===== src/core/cam_map.svh =====
/*
 acceptance mask register map: offsets, field positions, reset values.
 assumes inclusion by bare name from the mask block sources.
*/
`ifndef CAM_MAP_SVH
`define CAM_MAP_SVH
`define CAM_NUM_SETS 3
`define CAM_SET_STRIDE 32'h0000_0008
`define CAM_OFS_STD 32'h0000_0000
`define CAM_OFS_EXT 32'h0000_0004
`define CAM_ADDR_BITS 5
`define CAM_STD_HI 15
`define CAM_STD_LO 5
`define CAM_TYPE_BIT 3
`define CAM_EXT_HI_HI 1
`define CAM_EXT_HI_LO 0
`define CAM_STD_WMASK 16'hffeb
`define CAM_RESP_OKAY 2'b00
`define CAM_RESP_SLVERR 2'b10
`define CAM_MASK_RESET 16'h0000
`endif


===== src/core/cam_pkg.sv =====
/*
 types shared by the acceptance mask block.
 assumes cam_map.svh is compiled with it.
*/
`default_nettype none
package cam_pkg;
	typedef struct packed {
		logic [15:0] std_reg;
		logic [15:0] ext_reg;
	} cam_set_t;
	typedef struct packed {
		logic [10:0] std_id;
		logic [17:0] ext_id;
		logic is_ext;
	} cam_ident_t;
	typedef enum logic [1:0] {CAM_W_IDLE, CAM_W_RESP} cam_wstate_t;
endpackage : cam_pkg
`default_nettype wire


===== src/core/cam_match.sv =====
/*
 identifier compare against one mask set and one filter.
 assumes identifier and filter inputs are stable in the clock domain.
*/
`timescale 1ns/10ps
`default_nettype none
`include "cam_map.svh"
module cam_match (
	input wire cam_pkg::cam_set_t mask,
	input wire cam_pkg::cam_ident_t ident,
	input wire cam_pkg::cam_ident_t filt,
	output logic hit
);
	logic [10:0] std_m;
	logic [17:0] ext_m;
	logic std_ok;
	logic ext_ok;
	logic type_ok;
	always_comb
	begin
		std_m = mask.std_reg[`CAM_STD_HI:`CAM_STD_LO];
		ext_m = {mask.std_reg[`CAM_EXT_HI_HI:`CAM_EXT_HI_LO], mask.ext_reg};
		std_ok = ((ident.std_id ^ filt.std_id) & std_m) == 11'h000;
		// standard frames carry no extended bits, so those only count for extended frames
		ext_ok = !ident.is_ext || (((ident.ext_id ^ filt.ext_id) & ext_m) == 18'h00000);
		type_ok = !mask.std_reg[`CAM_TYPE_BIT] || (ident.is_ext == filt.is_ext);
		hit = std_ok && ext_ok && type_ok;
	end
endmodule : cam_match
`default_nettype wire


===== src/core/cam_regs.sv =====
/*
 acceptance mask registers with AXI4-Lite slave and one registered match output for the set chosen by filt_mask_sel.
 assumes one clock aclk and synchronous active-low reset aresetn.
*/
`timescale 1ns/10ps
`default_nettype none
`include "cam_map.svh"
module cam_regs (
	input wire logic aclk,
	input wire logic aresetn,
	input wire logic [`CAM_ADDR_BITS-1:0] s_axi_awaddr,
	input wire logic s_axi_awvalid,
	output logic s_axi_awready,
	input wire logic [31:0] s_axi_wdata,
	input wire logic [3:0] s_axi_wstrb,
	input wire logic s_axi_wvalid,
	output logic s_axi_wready,
	output logic [1:0] s_axi_bresp,
	output logic s_axi_bvalid,
	input wire logic s_axi_bready,
	input wire logic [`CAM_ADDR_BITS-1:0] s_axi_araddr,
	input wire logic s_axi_arvalid,
	output logic s_axi_arready,
	output logic [31:0] s_axi_rdata,
	output logic [1:0] s_axi_rresp,
	output logic s_axi_rvalid,
	input wire logic s_axi_rready,
	input wire cam_pkg::cam_ident_t rx_ident,
	input wire cam_pkg::cam_ident_t filt_ident,
	input wire logic [1:0] filt_mask_sel,
	output logic match_r
);
	////////////////////////////////////////////////////////////////////////
	cam_pkg::cam_set_t sets_r [`CAM_NUM_SETS];
	cam_pkg::cam_set_t sets_nxt [`CAM_NUM_SETS];
	logic aw_held_r;
	logic aw_held_nxt;
	logic w_held_r;
	logic w_held_nxt;
	logic awready_r;
	logic awready_nxt;
	logic wready_r;
	logic wready_nxt;
	logic [`CAM_ADDR_BITS-1:0] awaddr_r;
	logic [`CAM_ADDR_BITS-1:0] awaddr_nxt;
	logic [31:0] wdata_r;
	logic [31:0] wdata_nxt;
	logic [3:0] wstrb_r;
	logic [3:0] wstrb_nxt;
	logic bvalid_r;
	logic bvalid_nxt;
	logic [1:0] bresp_r;
	logic [1:0] bresp_nxt;
	logic rvalid_r;
	logic rvalid_nxt;
	logic arready_r;
	logic arready_nxt;
	logic [31:0] rdata_r;
	logic [31:0] rdata_nxt;
	logic [1:0] rresp_r;
	logic [1:0] rresp_nxt;
	logic match_nxt;
	wire logic [`CAM_NUM_SETS-1:0] hits;

	// byte address to set index and register kind; false for holes and unaligned words
	function automatic logic decode(input logic [`CAM_ADDR_BITS-1:0] a,
		output logic [1:0] set, output logic is_ext);
		logic [31:0] off;
		off = 32'(a);
		set = 2'(off / `CAM_SET_STRIDE);
		is_ext = (off % `CAM_SET_STRIDE) == `CAM_OFS_EXT;
		return (is_ext || (off % `CAM_SET_STRIDE) == `CAM_OFS_STD)
			&& (off / `CAM_SET_STRIDE < 32'(`CAM_NUM_SETS));
	endfunction : decode

	function automatic logic [15:0] merge(input logic [15:0] old, input logic [15:0] d,
		input logic [3:0] strb);
		return {strb[1] ? d[15:8] : old[15:8], strb[0] ? d[7:0] : old[7:0]};
	endfunction : merge

	////////////////////////////////////////////////////////////////////////
	// write path: address and data slots fill in either order, then commit together
	always_comb
	begin
		logic [1:0] wset;
		logic wext;
		logic wok;
		wset = 2'b00;
		wext = 1'b0;
		wok = 1'b0;
		sets_nxt = sets_r;
		aw_held_nxt = aw_held_r;
		w_held_nxt = w_held_r;
		awaddr_nxt = awaddr_r;
		wdata_nxt = wdata_r;
		wstrb_nxt = wstrb_r;
		bvalid_nxt = bvalid_r;
		bresp_nxt = bresp_r;
		if (s_axi_awvalid && awready_r)
		begin
			aw_held_nxt = 1'b1;
			awaddr_nxt = s_axi_awaddr;
		end
		if (s_axi_wvalid && wready_r)
		begin
			w_held_nxt = 1'b1;
			wdata_nxt = s_axi_wdata;
			wstrb_nxt = s_axi_wstrb;
		end
		if (bvalid_r && s_axi_bready)
			bvalid_nxt = 1'b0;
		wok = decode(awaddr_r, wset, wext);
		// a pending response blocks the commit, so one write is under way at a time
		if (aw_held_r && w_held_r && !bvalid_r)
		begin
			aw_held_nxt = 1'b0;
			w_held_nxt = 1'b0;
			bvalid_nxt = 1'b1;
			bresp_nxt = wok ? `CAM_RESP_OKAY : `CAM_RESP_SLVERR;
			if (wok && wext)
				sets_nxt[wset].ext_reg = merge(sets_r[wset].ext_reg, wdata_r[15:0], wstrb_r);
			else if (wok)
				sets_nxt[wset].std_reg = merge(sets_r[wset].std_reg, wdata_r[15:0], wstrb_r)
					& `CAM_STD_WMASK;
		end
		// ready is kept in its own flop so the port needs no gate after the register
		awready_nxt = !aw_held_nxt;
		wready_nxt = !w_held_nxt;
	end

	always_ff @(posedge aclk)
	begin
		if (!aresetn)
		begin
			// mask contents are undefined after reset; zeroed here for determinism
			for (int i = 0; i < `CAM_NUM_SETS; i++)
				sets_r[i] <= '{std_reg: `CAM_MASK_RESET, ext_reg: `CAM_MASK_RESET};
			aw_held_r <= 1'b0;
			w_held_r <= 1'b0;
			awready_r <= 1'b1;
			wready_r <= 1'b1;
			awaddr_r <= '0;
			wdata_r <= 32'h0000_0000;
			wstrb_r <= 4'h0;
			bvalid_r <= 1'b0;
			bresp_r <= `CAM_RESP_OKAY;
		end
		else
		begin
			sets_r <= sets_nxt;
			aw_held_r <= aw_held_nxt;
			w_held_r <= w_held_nxt;
			awready_r <= awready_nxt;
			wready_r <= wready_nxt;
			awaddr_r <= awaddr_nxt;
			wdata_r <= wdata_nxt;
			wstrb_r <= wstrb_nxt;
			bvalid_r <= bvalid_nxt;
			bresp_r <= bresp_nxt;
		end
	end

	////////////////////////////////////////////////////////////////////////
	// read path: one read at a time, answered on the same edge that takes it
	always_comb
	begin
		logic [1:0] rset;
		logic rext;
		logic rok;
		rset = 2'b00;
		rext = 1'b0;
		rok = decode(s_axi_araddr, rset, rext);
		rvalid_nxt = rvalid_r;
		rdata_nxt = rdata_r;
		rresp_nxt = rresp_r;
		if (rvalid_r && s_axi_rready)
			rvalid_nxt = 1'b0;
		if (s_axi_arvalid && arready_r)
		begin
			rvalid_nxt = 1'b1;
			rresp_nxt = rok ? `CAM_RESP_OKAY : `CAM_RESP_SLVERR;
			rdata_nxt = 32'h0000_0000;
			if (rok)
				rdata_nxt[15:0] = rext ? sets_r[rset].ext_reg : sets_r[rset].std_reg;
		end
		arready_nxt = !rvalid_nxt;
	end

	always_ff @(posedge aclk)
	begin
		if (!aresetn)
		begin
			rvalid_r <= 1'b0;
			arready_r <= 1'b1;
			rdata_r <= 32'h0000_0000;
			rresp_r <= `CAM_RESP_OKAY;
		end
		else
		begin
			rvalid_r <= rvalid_nxt;
			arready_r <= arready_nxt;
			rdata_r <= rdata_nxt;
			rresp_r <= rresp_nxt;
		end
	end

	////////////////////////////////////////////////////////////////////////
	// match result is registered: it follows identifier, filter or mask by one edge
	always_comb
	begin
		logic [3:0] hit_sel;
		hit_sel = 4'(hits);
		// index 3 selects no set and reads the zero pad, so it never matches
		match_nxt = (filt_mask_sel < 2'(`CAM_NUM_SETS)) && hit_sel[filt_mask_sel];
	end

	always_ff @(posedge aclk)
	begin
		if (!aresetn)
			match_r <= 1'b0;
		else
			match_r <= match_nxt;
	end

	////////////////////////////////////////////////////////////////////////
	assign s_axi_awready = awready_r;
	assign s_axi_wready = wready_r;
	assign s_axi_arready = arready_r;
	assign s_axi_bvalid = bvalid_r;
	assign s_axi_bresp = bresp_r;
	assign s_axi_rvalid = rvalid_r;
	assign s_axi_rdata = rdata_r;
	assign s_axi_rresp = rresp_r;

	for (genvar g = 0; g < `CAM_NUM_SETS; g++)
	begin : g_set
		cam_match u_match (
			.mask(sets_r[g]),
			.ident(rx_ident),
			.filt(filt_ident),
			.hit(hits[g])
		);
	end
endmodule : cam_regs
`default_nettype wire


===== config.mk =====
export PLATFORM = sky130hd
export DESIGN_NAME = cam_regs
export DESIGN_NICKNAME = d
export VERILOG_FILES = /design/src/core/cam_pkg.sv /design/src/core/cam_match.sv /design/src/core/cam_regs.sv
export VERILOG_INCLUDE_DIRS = /design/src /design/src/core
export SDC_FILE = /design/constraint.sdc
export NUM_CORES = 1
export LEC_CHECK = 0
export ABC_AREA = 1
export ABC_CLOCK_PERIOD_IN_PS = 3800
export BUFFER_PORTS_ARGS = -buffer_cell sky130_fd_sc_hd__buf_2
export CORE_UTILIZATION = 60
export DETAILED_ROUTE_END_ITERATION = 7
export HOLD_SLACK_MARGIN = 0.1
export PLACE_DENSITY = 0.86
export SLEW_MARGIN = 30
export SYNTH_ARGS = -nofsm -noshare
export SYNTH_HDL_FRONTEND = slang
export SYNTH_SLANG_ARGS = --single-unit
export TNS_END_PERCENT = 1

===== constraint.sdc =====
create_clock -name aclk -period 3.8 [get_ports aclk]
set_clock_uncertainty 0.2 [all_clocks]
set_input_delay 0.76 -clock aclk [delete_from_list [all_inputs] [get_ports aclk]]
set_output_delay 0.76 -clock aclk [all_outputs]
set_load 0.05 [all_outputs]

==> results.txt <==
Routability Congestion: 0.9394
Type of element capturing the critical path: flop
Number of violations of the max-capacitance limit: 0
Number of cells traversed by the worst hold path: 2
Fillers: 1,037
WL met3: 2.692 mm
Post-CTS setup repair buffer count: 0
WL/cell: 16.52 um
Master cell of the clock root buffer: sky130_fd_sc_hd__clkbuf_16
Vias after detailed routing: 8,421
Highest metal layer with signal wires: met4
Routed length on met1: 8.778 mm
Mapped cell area: 7476 um2
Yosys warning total: 0
Worst VDD drop: 0.0004450 V
Syn_area_per_cell: 6.581 um2
H-tree level count: 4
Die Ht: 113.6 um
Startpoint kind of the worst setup timing path: flop
Number of buffer and inverter instances along the worst setup path: 2
Number of antenna violations at the first check in global routing: 0
Sequential area share after synthesis: 0.3722
Logic depth of the worst register-to-register path: 7
Depth of the critical timing path with buffers and inverters included: 7
Core area: 12,060 um2
Global-route congestion overflow total: 0
Count of nets after finishing: 1,343
Proportion of layout cells with a drive suffix above 1: 0.1442
Number of buffers inserted by hold repair at cts: 0
Critical setup path kind: flop to flop
Total of endpoints with negative setup slack in the final report: 0
Number of placed I/O pins: 157
Slowest stage cell, crit path: sky130_fd_sc_hd__inv_1
Cell leakage power: 3.877 nW
Part of the cycle the worst path needs: 0.7077
Delay of the slowest cell on the worst path: 0.76 ns
Signed area change from the synthesized netlist to the final layout: 15.68%
Max_slew headroom: 0.4687
Die area: 12,910 um2
Initial Util: 0.6198
Power Total: 3.621 mW
Total met2 wirelength after detailed routing: 10.27 mm
Clock transition at the register clock pins on the worst setup and hold paths after CTS: 0.06 ns
Avg Vias per Cell: 5.977
Die outline width: 113.6 um
Unrepaired setup endpoints after global routing: no
Maximum number of pins on one net before global-route repair: 50
CP max FO: 20
Tot GR Track Use: 0.3656
Run status: complete, but fails checks
Number of global-route vias before repair: 7,384
Clock period minus final worst setup slack: 2.689 ns
Number of gates given a new drive strength after cts: 0
Syn Inst Count: 1,136
Number of detailed-routing iterations run before antenna repair: 8
Number of storage elements in the synthesis netlist: 139
Max Buffers Root-to-Sink: 2
TritonCTS clock tree: done
Number of pins with negative max-slew slack in the final report: 0
TNS Setup: 0 ns
Worst path cell trace: inv_2, nand2_1, inv_1, a22oi_1, a31oi_1, o21ai_1, a21oi_1
Number of violations reported at the end of detailed-routing iteration 0: 1,028
Maximum clock rate: 0.3718 GHz
Global-route wire length before repair: 36.36 mm
Slew at the pin closest to its max-slew limit: 0.7970 ns
P per Cell Area: 418.7 nW/um2
Floorplan row count: 40
Failing checks: DRC
Worst min path class: flop to flop
Diode count: 0
Synth unique cells: 33
Number of remaining DRC errors: 1
CTS Buf Count: 17
Clk sink count: 139
Worst endpoint data arrival time: 2.84 ns
Hold violation count in the final report: 0
Buffers added on ports: 120
DPL Wire Length: 16.24 mm
Clock insertion delay at the later pin of the skew report: 0.42 ns
CP Data Required Time: 3.95 ns
ANT nets after route: 0
Kind of cell adding the most delay to the critical path: buffers and inverters
Wirelength, routed: 23.28 mm
==> cells in the final DEF, fill, tap and decap left out, types with 18 or more instances in the layout <==
master / instances
sky130_fd_sc_hd__a21oi_1: 155
sky130_fd_sc_hd__conb_1: 18
sky130_fd_sc_hd__o211ai_1: 27
sky130_fd_sc_hd__dfxtp_1: 139
sky130_fd_sc_hd__nor2_1: 79
sky130_fd_sc_hd__o21ai_1: 25
sky130_fd_sc_hd__nand2_1: 246
sky130_fd_sc_hd__inv_1: 122
sky130_fd_sc_hd__o21ai_0: 134
sky130_fd_sc_hd__buf_2: 120
sky130_fd_sc_hd__nand3_1: 69
==> synth_stat cells <==
library cell	instances	area, um2
sky130_fd_sc_hd__a21oi_1	155	775.7
sky130_fd_sc_hd__a22oi_1	3	22.52
sky130_fd_sc_hd__a31oi_1	4	25.02
sky130_fd_sc_hd__and2_1	1	6.260
sky130_fd_sc_hd__buf_1	1	3.750
sky130_fd_sc_hd__buf_2	20	100.1
sky130_fd_sc_hd__buf_4	21	157.7
sky130_fd_sc_hd__clkbuf_1	34	127.6
sky130_fd_sc_hd__clkbuf_2	1	5.000
sky130_fd_sc_hd__clkinv_1	4	15.01
sky130_fd_sc_hd__conb_1	1	3.750
sky130_fd_sc_hd__dfxtp_1	139	2783
sky130_fd_sc_hd__inv_1	122	457.9
sky130_fd_sc_hd__inv_2	5	18.77
sky130_fd_sc_hd__nand2_1	246	923.4
sky130_fd_sc_hd__nand2_2	2	12.51
sky130_fd_sc_hd__nand3_1	69	345.3
sky130_fd_sc_hd__nand4_1	1	6.260
sky130_fd_sc_hd__nor2_1	79	296.5
sky130_fd_sc_hd__nor2_4	1	11.26
sky130_fd_sc_hd__nor3_2	3	30.03
sky130_fd_sc_hd__nor3_4	3	48.80
sky130_fd_sc_hd__o2111ai_1	2	17.52
sky130_fd_sc_hd__o2111ai_4	1	26.28
sky130_fd_sc_hd__o211a_1	1	10.01
sky130_fd_sc_hd__o211ai_1	27	202.7
sky130_fd_sc_hd__o21ai_0	134	670.6
sky130_fd_sc_hd__o21ai_1	25	125.1
sky130_fd_sc_hd__o21bai_1	1	7.510
sky130_fd_sc_hd__o221ai_1	14	122.6
sky130_fd_sc_hd__o22ai_1	6	37.54
sky130_fd_sc_hd__or2_2	3	18.77
sky130_fd_sc_hd__xor2_1	7	61.31
==> logic make-up (layout without fill, tap and decap cells) <==
kind of cell           count (synthesis)  count (layout)  synth area share
other                                  1              18         0.0005016
buffers and inverters                208             296            0.1185
AND/OR/NAND/NOR                      408             408            0.2273
XOR/XNOR                               7               7          0.008201
flip-flops                           139             139            0.3722
AO/OA/AOI/OAI                        373             373            0.2733
==> cell type report <==
type                    instances  area [um2]  area share
clock inverters                 7       87.58     0.01013
inverters                     131       491.7     0.05686
flip-flops and latches        139        2783      0.3218
multi-input cells             806        3871      0.4476
clock buffers                  25       495.5     0.05729
well taps                     168       210.2     0.02431
repair buffers                133       709.4     0.08203
==> through the flow <==
stage | hold slack [ns] | std cells | worst slack (ns) | area, um2 | utilization
floorplan | 0.2549 | 1153 | 1.732 | 7540 | -
global placement | 0.2532 | 1374 | 1.229 | 8031 | 0.6659
detailed placement | 0.2553 | 1374 | 1.200 | 8031 | 0.6659
CTS | 0.2646 | 1406 | 1.202 | 8615 | 0.7142
global route | 0.2851 | 1409 | 1.086 | 8648 | 0.7170
finish | 0.2632 | 1409 | 1.111 | 8648 | 0.7170
==> power by group <==
part	total, mW	internal (mW)	leakage, nW	switching (mW)
Combinational	0.453	0.120	2.46	0.333
Clock	1.64	1.03	0.287	0.606
Sequential	1.53	1.50	1.13	0.0315
Total	3.62	2.65	3.88	0.971
==> worst reg2reg max path, stage by stage (launching register included) <==
cell                      delay, ns
sky130_fd_sc_hd__dfxtp_1       0.32
sky130_fd_sc_hd__inv_2         0.11
sky130_fd_sc_hd__nand2_1       0.42
sky130_fd_sc_hd__inv_1         0.77
sky130_fd_sc_hd__a22oi_1       0.17
sky130_fd_sc_hd__a31oi_1       0.32
sky130_fd_sc_hd__o21ai_1       0.15
sky130_fd_sc_hd__a21oi_1       0.16
==> routing by layer <==
| layer | up-vias | GRT usage |
|---|---|---|
| li1 | 3931 | - |
| met1 | 3704 | 0.4498 |
| met2 | 635 | 0.5785 |
| met3 | 151 | 0.08555 |
| met4 | 0 | 0.2298 |
| met5 | - | 0 |
==> sequential cells by signal, summed over array words and instances (netlist names) <==
register	flops
match_r	1
s_axi_bvalid	1
aw_held_r	1
wdata_r	16
s_axi_awready	1
s_axi_wready	1
s_axi_rdata	16
s_axi_rresp	1
sets_r	90
w_held_r	1
s_axi_bresp	1
wstrb_r	2
awaddr_r	5
s_axi_arready	1
s_axi_rvalid	1
==> path summary, 6_finish.rpt <==
path / slack (ns) / from / endpoint
worst max-delay path: 1.11 / awaddr_r[4] / sets_r[66]
worst min-delay path: 0.26 / s_axi_rdata[11] / s_axi_rdata[11]
worst max register to register: 1.11 / awaddr_r[4] / sets_r[66]
worst min register to register: 0.26 / s_axi_rdata[11] / s_axi_rdata[11]
No activity file was read; power rests on OpenSTA's default activity.
